### src/logic/tlf_pkg.sv
// Purpose: shared constants and types for the cold fault response block
// Assumes: thresholds and readings use the 16-bit linear number format
// Notes: reset values of the limit registers are plain defaults
package tlf_pkg;

    // command codes of the limit and response registers
    localparam logic [7:0] CMD_HOT_WARNING_THRESHOLD = 8'h51;
    localparam logic [7:0] CMD_COLD_WARNING_THRESHOLD = 8'h52;
    localparam logic [7:0] CMD_COLD_FAULT_THRESHOLD = 8'h53;
    localparam logic [7:0] CMD_COLD_FAULT_ACTION_SELECT = 8'h54;

    // reset values
    localparam logic [15:0] RST_HOT_WARNING_THRESHOLD = 16'h0000;
    localparam logic [15:0] RST_COLD_WARNING_THRESHOLD = 16'h0000;
    localparam logic [15:0] RST_COLD_FAULT_THRESHOLD = 16'h0000;
    localparam logic [7:0] RST_COLD_FAULT_ACTION_SELECT = 8'h00;

    // action select fields
    localparam int ACT_MSB = 7;
    localparam int ACT_LSB = 6;
    localparam int RETRY_MSB = 5;
    localparam int RETRY_LSB = 3;
    localparam int DELAY_MSB = 2;
    localparam int DELAY_LSB = 0;
    localparam logic [1:0] ACT_IGNORE = 2'h0;
    localparam logic [1:0] ACT_RIDE_THROUGH = 2'h1;
    localparam logic [1:0] ACT_DISABLE_RETRY = 2'h2;
    localparam logic [1:0] ACT_LATCH_OFF = 2'h3;
    localparam logic [2:0] RETRY_NONE = 3'h0;
    localparam logic [2:0] RETRY_ENDLESS = 3'h7;

    // linear format fields
    localparam int LIN_EXP_MSB = 15;
    localparam int LIN_EXP_LSB = 11;
    localparam int LIN_MAN_MSB = 10;
    localparam int LIN_MAN_LSB = 0;
    localparam logic [6:0] LIN_FRAC_BITS = 7'h10;
    localparam int FIX_W = 48;

    typedef enum logic [1:0] {
        ST_NORMAL = 2'b00,
        ST_RIDE = 2'b01,
        ST_OFF_WAIT = 2'b10,
        ST_LATCHED = 2'b11
    } tlf_state_t;

    // linear value to signed fixed point with 16 fraction bits
    function automatic logic signed [FIX_W-1:0] tlf_lin_to_fix(input logic [15:0] v);
        logic signed [6:0] sh;
        logic signed [FIX_W-1:0] m;
        sh = 7'(signed'(v[LIN_EXP_MSB:LIN_EXP_LSB])) + signed'(LIN_FRAC_BITS);
        m = FIX_W'(signed'(v[LIN_MAN_MSB:LIN_MAN_LSB]));
        return m <<< sh[5:0];
    endfunction : tlf_lin_to_fix

endpackage : tlf_pkg

### src/logic/tlf_top.sv
// Purpose: temperature limits and programmable cold fault response
// Assumes: command port, reading and control inputs come from logic on ref_clk
// Notes: a restart attempt succeeds when the cold fault is gone at the end of its off delay
`timescale 1ns/1ps
module tlf_top import tlf_pkg::*; #(
    parameter int UNIT_W = 16
) (
    // clock and reset
    input wire logic ref_clk,
    input wire logic resetn,
    // command port
    input wire logic [7:0] cmd_code,
    input wire logic cmd_write,
    input wire logic cmd_read,
    input wire logic [15:0] cmd_wdata,
    output logic [15:0] cmd_rdata,
    output logic cmd_rvalid,
    output logic cmd_unsupported,
    // measurement and delay unit
    input wire logic [15:0] temp_reading,
    input wire logic [UNIT_W-1:0] unit_cycles,
    // fault clearing and on/off request
    input wire logic on_request,
    input wire logic clear_faults,
    input wire logic clear_cold_fault_bit,
    // status and output control
    output logic hot_warning,
    output logic cold_warning,
    output logic cold_fault,
    output logic cold_fault_status,
    output logic output_enable,
    output logic [2:0] attempts_used
);

    typedef struct packed {
        logic [15:0] hot_warning_threshold;
        logic [15:0] cold_warning_threshold;
        logic [15:0] cold_fault_threshold;
        logic [7:0] cold_fault_action_select;
        tlf_state_t state;
        logic [2:0] attempts;
        logic hot_warn;
        logic cold_warn;
        logic fault_now;
        logic status;
        logic out_en;
        logic [15:0] rdata;
        logic rvalid;
        logic bad_cmd;
    } tlf_top_state_t;

    tlf_top_state_t s;
    tlf_top_state_t next_s;
    logic timer_start;
    logic timer_done;
    logic [1:0] action;
    logic [2:0] retries;
    logic signed [FIX_W-1:0] temp_fix;

    assign action = s.cold_fault_action_select[ACT_MSB:ACT_LSB];
    assign retries = s.cold_fault_action_select[RETRY_MSB:RETRY_LSB];
    assign temp_fix = tlf_lin_to_fix(temp_reading);

    tlf_delay_timer #(
        .UNIT_W(UNIT_W),
        .CODE_W(3),
        .COUNT_W(8)
    ) u_timer (
        .ref_clk(ref_clk),
        .resetn(resetn),
        .start(timer_start),
        .delay_code(s.cold_fault_action_select[DELAY_MSB:DELAY_LSB]),
        .unit_cycles(unit_cycles),
        .done(timer_done)
    );

    always_comb begin
        logic fault_rise;
        logic cleared;
        fault_rise = 1'b0;
        cleared = 1'b0;
        next_s = s;
        timer_start = 1'b0;
        next_s.rvalid = 1'b0;
        next_s.bad_cmd = 1'b0;

        // comparisons on linear values
        next_s.hot_warn = temp_fix > tlf_lin_to_fix(s.hot_warning_threshold);
        next_s.cold_warn = temp_fix < tlf_lin_to_fix(s.cold_warning_threshold);
        next_s.fault_now = temp_fix < tlf_lin_to_fix(s.cold_fault_threshold);
        fault_rise = next_s.fault_now && !s.fault_now;

        // command writes and reads
        if (cmd_write) begin
            unique case (cmd_code)
                CMD_HOT_WARNING_THRESHOLD: next_s.hot_warning_threshold = cmd_wdata;
                CMD_COLD_WARNING_THRESHOLD: next_s.cold_warning_threshold = cmd_wdata;
                CMD_COLD_FAULT_THRESHOLD: next_s.cold_fault_threshold = cmd_wdata;
                CMD_COLD_FAULT_ACTION_SELECT: next_s.cold_fault_action_select = cmd_wdata[7:0];
                default: next_s.bad_cmd = 1'b1;
            endcase
        end
        if (cmd_read) begin
            next_s.rvalid = 1'b1;
            unique case (cmd_code)
                CMD_HOT_WARNING_THRESHOLD: next_s.rdata = s.hot_warning_threshold;
                CMD_COLD_WARNING_THRESHOLD: next_s.rdata = s.cold_warning_threshold;
                CMD_COLD_FAULT_THRESHOLD: next_s.rdata = s.cold_fault_threshold;
                CMD_COLD_FAULT_ACTION_SELECT: next_s.rdata = {8'h00, s.cold_fault_action_select};
                default: begin
                    next_s.rdata = 16'h0000;
                    next_s.bad_cmd = 1'b1;
                end
            endcase
        end

        // sticky status: a new fault edge beats a clear in the same cycle
        if (clear_faults || clear_cold_fault_bit) begin
            next_s.status = 1'b0;
        end
        if (fault_rise) begin
            next_s.status = 1'b1;
        end
        cleared = clear_faults || clear_cold_fault_bit;

        // response sequence
        unique case (s.state)
            ST_NORMAL: begin
                if (next_s.fault_now && on_request) begin
                    unique case (action)
                        ACT_IGNORE: next_s.state = ST_NORMAL;
                        ACT_RIDE_THROUGH: begin
                            next_s.state = ST_RIDE;
                            timer_start = 1'b1;
                        end
                        ACT_DISABLE_RETRY: begin
                            next_s.attempts = 3'h0;
                            if (retries == RETRY_NONE) begin
                                next_s.state = ST_LATCHED;
                            end else begin
                                next_s.state = ST_OFF_WAIT;
                                timer_start = 1'b1;
                            end
                        end
                        ACT_LATCH_OFF: next_s.state = ST_LATCHED;
                    endcase
                end
            end
            ST_RIDE: begin
                if (!next_s.fault_now) begin
                    next_s.state = ST_NORMAL;
                end else if (timer_done) begin
                    next_s.attempts = 3'h0;
                    if (retries == RETRY_NONE) begin
                        next_s.state = ST_LATCHED;
                    end else begin
                        next_s.state = ST_OFF_WAIT;
                        timer_start = 1'b1;
                    end
                end
            end
            ST_OFF_WAIT: begin
                if (timer_done) begin
                    if (!next_s.fault_now) begin
                        next_s.state = ST_NORMAL;
                        next_s.attempts = 3'h0;
                    end else if (retries == RETRY_ENDLESS) begin
                        timer_start = 1'b1;
                    end else if (s.attempts + 3'h1 >= retries) begin
                        next_s.attempts = s.attempts + 3'h1;
                        next_s.state = ST_LATCHED;
                    end else begin
                        next_s.attempts = s.attempts + 3'h1;
                        timer_start = 1'b1;
                    end
                end
            end
            ST_LATCHED: begin
                if (cleared) begin
                    next_s.state = ST_NORMAL;
                    next_s.attempts = 3'h0;
                end
            end
        endcase

        // commanded off ends any sequence; off then on restarts clean
        if (!on_request) begin
            next_s.state = ST_NORMAL;
            next_s.attempts = 3'h0;
        end

        next_s.out_en = on_request &&
            (next_s.state == ST_NORMAL || next_s.state == ST_RIDE);
    end

    always_ff @(posedge ref_clk or negedge resetn) begin
        if (!resetn) begin
            s <= '{
                hot_warning_threshold: RST_HOT_WARNING_THRESHOLD,
                cold_warning_threshold: RST_COLD_WARNING_THRESHOLD,
                cold_fault_threshold: RST_COLD_FAULT_THRESHOLD,
                cold_fault_action_select: RST_COLD_FAULT_ACTION_SELECT,
                state: ST_NORMAL,
                default: '0
            };
        end else begin
            s <= next_s;
        end
    end

    assign cmd_rdata = s.rdata;
    assign cmd_rvalid = s.rvalid;
    assign cmd_unsupported = s.bad_cmd;
    assign hot_warning = s.hot_warn;
    assign cold_warning = s.cold_warn;
    assign cold_fault = s.fault_now;
    assign cold_fault_status = s.status;
    assign output_enable = s.out_en;
    assign attempts_used = s.attempts;

endmodule : tlf_top

### src/logic/tlf_delay_timer.sv
// Purpose: delay of 2^code delay time units, one done pulse at the end
// Assumes: unit_cycles is the unit length in ref_clk cycles, zero taken as one
// Notes: a start pulse restarts a running delay
`timescale 1ns/1ps
module tlf_delay_timer import tlf_pkg::*; #(
    parameter int UNIT_W = 16,
    parameter int CODE_W = 3,
    parameter int COUNT_W = 8
) (
    // clock and reset
    input wire logic ref_clk,
    input wire logic resetn,
    // control
    input wire logic start,
    input wire logic [CODE_W-1:0] delay_code,
    input wire logic [UNIT_W-1:0] unit_cycles,
    // result
    output logic done
);

    typedef struct packed {
        logic [UNIT_W-1:0] pre;
        logic [COUNT_W-1:0] units;
        logic run;
        logic done;
    } tlf_timer_t;

    tlf_timer_t s;
    tlf_timer_t next_s;
    logic [COUNT_W-1:0] last_unit;
    logic unit_tick;

    // code n spans 2^n units: 1, 2, 4 .. 128
    assign last_unit = COUNT_W'((COUNT_W+1)'(1) << delay_code) - COUNT_W'(1);
    assign unit_tick = (s.pre == unit_cycles - UNIT_W'(1)) || (unit_cycles == '0);

    always_comb begin
        next_s = s;
        next_s.done = 1'b0;
        if (start) begin
            next_s.pre = '0;
            next_s.units = '0;
            next_s.run = 1'b1;
        end else if (s.run) begin
            if (unit_tick) begin
                next_s.pre = '0;
                if (s.units == last_unit) begin
                    next_s.run = 1'b0;
                    next_s.done = 1'b1;
                end else begin
                    next_s.units = s.units + COUNT_W'(1);
                end
            end else begin
                next_s.pre = s.pre + UNIT_W'(1);
            end
        end
    end

    always_ff @(posedge ref_clk or negedge resetn) begin
        if (!resetn) begin
            s <= '0;
        end else begin
            s <= next_s;
        end
    end

    assign done = s.done;

endmodule : tlf_delay_timer

### config.mk
export PLATFORM = sky130hd
export DESIGN_NAME = tlf_top
export DESIGN_NICKNAME = d
export VERILOG_FILES = /design/src/logic/tlf_pkg.sv /design/src/logic/tlf_top.sv /design/src/logic/tlf_delay_timer.sv
export SDC_FILE = /design/constraint.sdc
export NUM_CORES = 1
export LEC_CHECK = 0
export ABC_AREA = 1
export BUFFER_PORTS_ARGS = -buffer_cell sky130_fd_sc_hd__buf_4
export CAP_MARGIN = 20
export CELL_PAD_IN_SITES_DETAIL_PLACEMENT = 2
export CELL_PAD_IN_SITES_GLOBAL_PLACEMENT = 2
export CORE_ASPECT_RATIO = 2
export CORE_MARGIN = 3
export CORE_UTILIZATION = 31
export CTS_CLUSTER_DIAMETER = 60
export DETAILED_ROUTE_END_ITERATION = 6
export GPL_TIMING_DRIVEN = 0
export HOLD_SLACK_MARGIN = 0.15
export PLACE_DENSITY_LB_ADDON = 0.2
export REMOVE_ABC_BUFFERS = 1
export SYNTH_ARGS = -nofsm -noshare
export SYNTH_HDL_FRONTEND = slang
export SYNTH_SLANG_ARGS = --single-unit
### constraint.sdc
create_clock -name ref_clk -period 3.3 [get_ports ref_clk]
set_clock_uncertainty 0.1 [all_clocks]
set_input_delay 0.66 -clock ref_clk [delete_from_list [all_inputs] [get_ports ref_clk]]
set_output_delay 0.66 -clock ref_clk [all_outputs]
set_load 0.05 [all_outputs]
======== Word-level counts from Yosys, hierarchy flattened ========
Index checks and enable logic that the tools add are counted.
cells by class
  add/subtract/negate cells ............... 9
  bitwise operators ....................... 0
  multiply operators ...................... 0
  shift operators ......................... 5
  mux-type cells .......................... 38
  $lt $le $gt $ge ......................... 4
  equal/unequal tests ..................... 22
  divide/modulo/power cells ............... 0
  reductions and logical operators ........ 22
operator list
  kind                                                count
  <<< shifter 11 x 6 -> 48 bit                        4
  less-than comparator 48 bit                         2
  one-hot mux 16 bit (4 select lines)                 1
  > comparator 48 bit                                 1
  2-to-1 mux 5 bit                                    7
  == test 8 x 7 -> 1 bit, second input constant       4
  2-to-1 mux 26 bit                                   1
  2-to-1 mux 25 bit                                   1
  adder 5 x 6 -> 6 bit, second input constant         4
  one-hot mux 5 bit (4 select lines)                  1
  adder 16 x 1 -> 16 bit, second input constant       1
  == test 16 bit                                      1
  zero test 16 bit                                    1
  2-to-1 mux 16 bit                                   1
  subtractor 16 x 1 -> 16 bit, second input constant  1
  2-to-1 mux 1 bit                                    15
  2-to-1 mux 10 bit                                   1
  != test 3 x 2 -> 1 bit, second input constant       3
  != test 3 bit, second input constant                3
  adder 8 x 1 -> 8 bit, second input constant         1
  == test 2 bit, second input constant                4
  == test 8 bit                                       1
  2-to-1 mux 2 bit                                    4
  2-to-1 mux 8 bit                                    1
  other kinds (22)                                    36
word-level totals
  bits in registers ....................... 110
  bits in latches ......................... 0
  memory bits (writable) .................. 0
  ROM bits ................................ 0
  memories kept ........................... 0
  word-level logic and storage cells ...... 118

======== Depth between registers and ports, before layout ========
Gate-level depths: netlist of the first run.
  depth in word-level cells ............... 11
  gate-level depth with buffers ........... 27
  mapped depth without buffers ............ 27

======== Hierarchy ========
From an unflattened synthesis of the first run, not the netlist that was laid out.
unflattened totals
  cell total of the unflattened synthesis .. 1,923
  area total of the unflattened synthesis .. 12,405.6 um^2
by module, submodules not included
  module           times used  cells an instance  area an instance (um^2)
  tlf_top          1           1,573              10,085.9
  tlf_delay_timer  1           350                2,319.7

======== Worst setup path before layout of the first run ========
OpenSTA, ideal clock, no wires.
  kind .................................... input to register
  start point ............................. input port temp_reading[13]
  end point ............................... register u_timer.s[11] (netlist bit)
  library setup time ...................... 117 ps
  path slack .............................. -186 ps
  arrival ................................. 3,269 ps
  cell stages on the path ................. 20
  cell sequence ........................... clkbuf_1 -> inv_1 -> clkbuf_1 -> mux2i_1 -> o21ai_0 -> o21ai_0 -> ha_1 -> a21oi_1 -> o21ai_0 -> a21oi_1 -> a21oi_1 -> nor2_1 -> nand2_1 -> nand2_2 -> nand2_4 -> inv_4 -> nand2_4 -> buf_4 -> nand3_1 -> nand2_1
RTL lines
  item                    line                   RTL
  start: declaration      tlf_top.sv:20          input wire logic [15:0] temp_reading,
  end signal: assignment  tlf_delay_timer.sv:63  s <= next_s;
  end: declaration        tlf_delay_timer.sv:28  tlf_timer_t s;

==> summary.txt, run 1 <==
Outcome
  • Outcome: complete, but fails checks
  • Failing checks: negative setup slack

Detailed routing
  • Drt first pass iters: 5
  • Routed wire length per instance: 24.5 microns
  • DR DRC count: 0
  • Via/cell ratio: 5.56
  • Detail Route Antenna Nets: 0
  • DRT Wirelength: 62500 microns
  • DRT iter0 DRCs: 343
  • Via count: 14200

Setup path
  • CP dominant cell by count: nand2_1
  • Critical path endpoint category: register
  • Req. time, crit path: 3.51 ns
  • Worst path max stage delay: 0.56 ns
  • R2R Path Start: s[47]
  • Crit Path Max Fanout: 7
  • CP Launch Point: s[47]
  • Worst Path Buf+Inv: 3
  • CP max stage cell: dfrtp_4
  • Crit path launch type: register
  • Critical path arrival: 4.08 ns
  • Crit Path Class: register to register
  • Critical-path cell list: buf_12, nor2_2, a21oi_2, nand2_1, o21ai_2, mux2i_2, nand2_1, buf_4, nand2_1, a21oi_1, ha_1, nand2_2, o21ai_0, a21oi_1, o21ai_1, nor2_4, nand2_2, nand2_4, nand2_8, inv_8, nand2_8, nand3b_1, nor2_4
  • Crit path max-delay family: simple AND/OR/NAND/NOR gates

Synth
  • Gate Count Post-Synth: 1906
  • Post-synthesis compound-gate area fraction: 21.5%
  • Sequential area share after synthesis: 22.2%
  • Mux share of post-synthesis cell area: 1.53%
  • Dominant cells by area after synthesis: dfrtp_1 (22%), nand2_1 (15%), ha_1 (14%)
  • Mapped Avg Cell Area: 6.51 sq um
  • Synth Area in Simple Gates: 28.0%
  • Post-synth EDFFs: 0
  • Top_reg_cell synth: dfrtp_1
  • Main combinational cell family by area after synthesis: simple AND/OR/NAND/NOR gates
  • Yosys cell types: 56
  • Yosys Warn Count: 0
  • Synth Area in Adders: 13.8%
  • Post-Syn Area: 12400 sq um
  • Synth async-reset ratio: 100%
  • Synth area leader: dfrtp_1
  • Area fraction of the dominant cell type after synthesis: 22.2%
  • Number of synthesized register bits: 110
  • Post-Synth XOR/XNOR Area: 2.89%

Global route
  • Vias in the first global route: 15900
  • Largest net degree at the start of global routing: 89
  • Initial antenna violation count: 0
  • Global-route wire length before repair: 92100 microns
  • Total track usage: 28.5%
  • Grt ovf: 0

Timing
  • Max Fclk: 258 MHz
  • Final Cycle Share: 117%
  • Fin. max-slew vios: 0
  • Final worst setup slack: -0.576 ns
  • Min Tclk post-route: 3.88 ns
  • Hold Violations, Final: 0
  • Final setup fails: 36
  • RSZ-0062 raised after global routing: true
  • Slew margin rel.: 29.6%
  • Worst-Margin Slew: 1.05 ns

Pwr
  • Pleak: 7.19 nW
  • Pwr Density: 332 nW/um^2
  • Max VDD drop: 0.246 mV

Floorplanning
  • # IOs: 89
  • Die Span X: 147 microns
  • Core area: 39600 sq um
  • Chip Height: 289 microns
  • Initial Utilization: 31.4%
  • Site row count: 103
  • Die area: 42600 sq um

Worst hold path
  • Hold Path Class: register to register
  • Hold Path Origin: cmd_rdata[6]

Placed design
  • DP Area: 13400 sq um
  • Post-DP HPWL: 47200 microns
  • PortBufs: 88
  • GP Congestion: 0.955

Finish
  • Fill cells: 4751
  • Layout area overhead: 28.7%
  • Seq. cell area: 2790 sq um
  • Multi-input gate area: 9600 sq um
  • NumNets Final: 2221
  • Most common cell after layout, fill and taps aside: nand2_1
  • Share of cells above drive strength 1: 26.9%
  • Final Core Density: 40.4%
  • Ant diodes: 0
  • Most frequent cells in the layout: nand2_1 (431), inv_1 (174), o21ai_0 (167)
  • Final Instance Area: 16000 sq um

Job
  • Max-Cap Viols: 0

CTS
  • Clk_lat worst skew: 0.39 ns
  • H-tree depth: 3
  • Reg clk slew, reported paths: 0.09 ns
  • CTS tree: yes
  • CTS buffer count: 9
  • CTS Buffer Depth: 2
  • CTS root buffer: clkbuf_16
  • Clk sinks: 110
cells in the mapped netlist (2+ instances only):
cell and instances:
buf_1 6, a211oi_1 7, o21ai_0 310, o221a_2 2, a31oi_1 2, o31ai_1 2, nor3_1 17, a221oi_1 6
o2111ai_1 6, and3_1 2, or2_2 28, a21oi_1 114, nor3_2 2, xor2_1 31, nand2_1 480, nor4_2 2
o221ai_1 4, nand3_1 89, xnor2_1 10, nand3_4 2, clkbuf_1 67, mux2i_1 19, o22ai_1 19, nand4_1 29
o21a_1 5, o21bai_1 3, inv_1 195, nor2_4 2, nand3_2 4, buf_2 5, o21ai_1 9, nor4_1 8
nand2_2 2, buf_4 20, nand3b_1 3, inv_2 11, a21o_1 3, dfrtp_1 110, clkinv_1 4, nand2_4 4
inv_4 2, nor2_1 104, nor2_2 7, ha_1 137
worst min-delay path: cells and delay by family, from the launching register on:
family	cells	cell delay (ns)
AND/OR/NAND/NOR	2	0.12
flip-flops	1	0.35
path summary, 6_finish.rpt:
path,slack [ns],endpoint,cells past startpoint
worst max-delay path,-0.58,u_timer.done,23
worst min-delay path,0.40,cmd_rdata[6],2
worst max register to register,-0.58,u_timer.done,23
worst min register to register,0.40,cmd_rdata[6],2
max in group asynchronous,1.68,s[82],3
min in group asynchronous,0.60,attempts_used[1],2
layout make-up:
| class | instances | area share [%] |
|---|---|---|
| Sequential cell | 110 | 17.5 |
| Clock inverter | 7 | 0.470 |
| Timing Repair Buffer | 193 | 10.6 |
| Inverter | 212 | 5.46 |
| Tap cell | 525 | 4.11 |
| Multi-Input combinational cell | 1488 | 60.1 |
| Timing Repair inverter | 7 | 0.298 |
| Clock buffer | 9 | 1.41 |
per-layer routing:
| layer | wire, microns | part of all wire (%) | track usage, % |
|---|---|---|---|
| met1 | 18500 | 30 | 23.3 |
| met2 | 34800 | 56 | 57.4 |
| met3 | 1160 | 1.9 | 1.71 |
| met4 | 7950 | 13 | 28.2 |
| met5 | 0 | 0 | 0 |
timing repair:
item | CTS | global route
cloned | 8 | 4
endpoints found under the hold margin | 22 | 0
buffers inserted | 73 | 16
hold buffers | 1 | 0
pin swaps | 70 | 50
resized for setup | 368 | 139
endpoints found under the setup margin | 52 | 36
power by group:
| group | switching [mW] | total [mW] | internal (mW) | leakage [nW] |
|---|---|---|---|---|
| clock | 0.614 | 1.15 | 0.536 | 0.143 |
| sequential | 0.166 | 1.62 | 1.45 | 1.46 |
| combinational | 1.60 | 2.54 | 0.939 | 5.59 |
| total | 2.38 | 5.30 | 2.92 | 7.19 |
logic make-up after synthesis:
group                      Yosys count
AOI/OAI and AO/OA                  498
and+or+nand+nor                    791
buffers and inverters              310
xor gates and xnor gates            41
DFF                                110
muxes                               19
adders and majority gates          137
per-stage QoR:
step	setup slack (ns)	total power [mW]	TNS (ns)	hold slack, ns	std cells
global route	-0.698	5.65	-20.53	0.402	2551
CTS	-0.398	5.10	-9.20	0.366	2530
detailed placement	-2.18	3.57	-67.31	0.374	2432
floorplan	-0.156	2.81	-0.386	0.264	1808
finish	-0.576	5.30	-15.59	0.395	2551
global placement	-2.35	3.44	-105.93	0.350	2421
sequential cells by signal, indices dropped and copies added, names as in the netlist:
| signal | cells |
|---|---|
| cmd_rvalid | 1 |
| cold_warning | 1 |
| output_enable | 1 |
| cmd_rdata | 16 |
| action | 2 |
| cold_fault_status | 1 |
| u_timer.s | 25 |
| cmd_unsupported | 1 |
| cold_fault | 1 |
| hot_warning | 1 |
| retries | 3 |
| u_timer.done | 1 |
| attempts_used | 3 |
| s | 53 |
No activity file was read; power rests on OpenSTA's default activity.
==> inputs of run 2 (changes only) <==
--- a/config.mk
+++ b/config.mk
@@ -21,4 +21,5 @@
 export REMOVE_ABC_BUFFERS = 1
 export SYNTH_ARGS = -nofsm -noshare
 export SYNTH_HDL_FRONTEND = slang
+export SYNTH_HIERARCHICAL = 1
 export SYNTH_SLANG_ARGS = --single-unit
==> run 2 against run 1 <==
  * The flow still finishes with violations (negative setup slack)
  * Maximum frequency down 9.7%
  * Sequential share of layout area down 0.83 points
  * Global-route usage down 0.46 points
  * Die area about the same
  * Critical path type is now input port to register
  * Critical endpoint is now u_timer/s[8]
  * Highest routed layer is now met5
==> summary.txt, run 2 <==
Setup path
  • Crit path launch type: input port
  • Req. time, crit path: 3.53 ns
  • FF-to-FF setup slack: -0.89 ns
  • Crit Path Class: input port to register
  • R2R depth: 29
  • Worst path max stage delay: 0.31 ns
  • CP max stage cell: nor4_4
  • Crit Path Max Fanout: 6
  • R2R Path Start: s[47]
  • Reg-to-reg endpoint: u_timer/s[8]
  • Critical path endpoint category: register
  • Critical path arrival: 4.52 ns

CTS
  • CTS buffer count: 9
  • H-tree depth: 3
  • Clk sinks: 110
  • Clk_lat worst skew: 0.38 ns
  • CTS tree: yes
  • CTS Buffer Depth: 2
  • Reg clk slew, reported paths: 0.09 ns
  • CTS root buffer: clkbuf_16

Synth
  • Synth async-reset ratio: 100%
  • Most frequent cells after synthesis: nand2_1 (509), o21ai_0 (317), inv_1 (190)
  • Yosys cell types: 58
  • Gate Count Post-Synth: 1923
  • Post-synth EDFFs: 0
  • Area fraction of the dominant cell type after synthesis: 22.2%
  • Post-Syn Area: 12400 sq um
  • Number of synthesized register bits: 110
  • Synth area leader: dfrtp_1
  • Dominant cells by area after synthesis: dfrtp_1 (22%), nand2_1 (15%), ha_1 (14%)
  • Top_reg_cell synth: dfrtp_1
  • Sequential area share after synthesis: 22.2%
  • Mapped Avg Cell Area: 6.45 sq um
  • Most common cell in the synthesized netlist: nand2_1
  • Yosys Warn Count: 6

Floorplanning
  • # IOs: 89
  • Core area: 39600 sq um
  • Site row count: 103
  • Die Span X: 147 microns
  • Die area: 42600 sq um
  • Initial Utilization: 31.4%
  • Chip Height: 289 microns

Detailed routing
  • Via count: 14800
  • Via/cell ratio: 5.67
  • Routed wire length per instance: 26.1 microns
  • DR DRC count: 0
  • DRT iter0 DRCs: 536
  • DRT Wirelength: 68100 microns
  • Detail Route Antenna Nets: 0
  • Drt first pass iters: 5

Timing
  • Fin. max-slew vios: 0
  • RSZ-0062 raised after global routing: true
  • Max Fclk: 233 MHz
  • Final Cycle Share: 130%
  • Final setup fails: 36
  • Slew margin rel.: 40.6%
  • Worst-Margin Slew: 0.886 ns
  • Hold Violations, Final: 0
  • Min Tclk post-route: 4.29 ns
  • Final worst setup slack: -0.995 ns

Finish
  • NumNets Final: 2274
  • Layout area overhead: 34.9%
  • Most common cell after layout, fill and taps aside: nand2_1
  • Final Core Density: 42.3%
  • Largest register FFs: 53
  • Final Instance Area: 16700 sq um
  • Most frequent cells in the layout: nand2_1 (452), buf_4 (195), inv_1 (165)
  • Share of cells above drive strength 1: 31.4%
  • Fill cells: 4650
  • Non-Filler Instances: 2607
  • Reg with most FFs: s

Placed design
  • DP Area: 13400 sq um
  • GP Congestion: 0.945
  • PortBufs: 88
  • Placed cell count: 2450
  • Post-DP HPWL: 47100 microns
  • Pre-CTS setup slack: -3.24 ns

Global route
  • Met2 usage: 56.7%
  • Total track usage: 28.0%
  • Initial antenna violation count: 1
  • Met1 Usage GRT: 22.5%
  • Largest net degree at the start of global routing: 88
  • Grt ovf: 0
  • GRT Max-Usage Layer: met2
  • Global-route wire length before repair: 91100 microns
  • Vias in the first global route: 16000
  • Met3 GRT Util: 1.93%

Outcome
  • Outcome: complete, but fails checks
  • Failing checks: negative setup slack

Pwr
  • Pwr Density: 332 nW/um^2
  • Max VDD drop: 0.219 mV
  • Pleak: 7.50 nW

Job
  • Max-Cap Viols: 0

Worst hold path
  • Hold endpoint: cold_fault_status
  • Hold path cells: 1
  • Hold Path Class: register to register
  • Hold Path Origin: cold_fault
## run 2: power by group
part           internal, mW  total [mW]  switching (mW)
clock                 0.609        1.21           0.598
sequential             1.44        1.60           0.158
combinational          1.02        2.75            1.73
total                  3.07        5.56            2.49
## run 2: kinds of logic after synthesis
kind of cell | count (synthesis) | share of synthesized area (%)
AND/OR/NAND/NOR | 847 | 30.2
AO/OA/AOI/OAI | 491 | 21.0
buffers and inverters | 298 | 9.85
adder cells (fa/ha/maj) | 135 | 13.6
flip-flops | 110 | 22.2
XOR/XNOR | 23 | 1.62
multiplexers | 19 | 1.53
## run 2: routing by layer
| layer | vias to the layer above | part of all wire (%) |
|---|---|---|
| li1 | 6725 | - |
| met1 | 7331 | 29 |
| met2 | 425 | 55 |
| met3 | 291 | 2.3 |
| met4 | 2 | 13 |
| met5 | - | 0.013 |
## run 2: metrics by stage
stage          hold slack (ns)  total power, mW  setup TNS, ns
6_report                 0.386             5.56         -29.69
5_1_grt                  0.396             5.88         -35.65
4_1_cts                  0.383             5.11         -24.35
3_5_place_dp             0.372             3.50         -97.64
3_3_place_gp             0.356             3.36        -110.24
2_1_floorplan            0.264             2.73         -15.11
## run 2: cell type report
class,instances,area [sq um],area share [%]
well taps,525,657,3.92
repair buffers,232,2020,12.1
clock inverters,7,91.3,0.546
flip-flops and latches,110,2780,16.6
diodes,1,2.50,0.0150
repair inverters,11,73.8,0.441
clock buffers,9,225,1.35
inverters,196,845,5.05
multi-input cells,1516,10000,60.0
## run 2: worst max path at each step
stage	startpoint	end	slack [ns]	cells after the start
4_1_cts	temp_reading[12]	u_timer/s[8]	-0.80	24
3_3_place_gp	temp_reading[10]	u_timer/s[9]	-3.46	25
5_1_grt	temp_reading[12]	u_timer/s[6]	-1.18	25
6_report	temp_reading[12]	u_timer/s[8]	-0.99	25
3_5_place_dp	temp_reading[10]	u_timer/s[8]	-3.24	26
2_1_floorplan	temp_reading[12]	u_timer/s[9]	-0.73	23
## run 2: timing repair
item                                    in CTS  in global routing
pin swaps                                   69                 63
gates cloned                                11                  3
hold buffers                                 1                  0
hold endpoints to repair                    23                  0
setup buffers                               77                 48
gates resized for setup                    392                246
endpoints found under the setup margin      37                 36
## run 2: worst max-delay path, delay by kind of cell
kind	cells	cell delay [ns]
buffers and inverters	7	0.94
AO/OA/AOI/OAI	5	0.97
adder cells (fa/ha/maj)	1	0.27
AND/OR/NAND/NOR	12	1.64
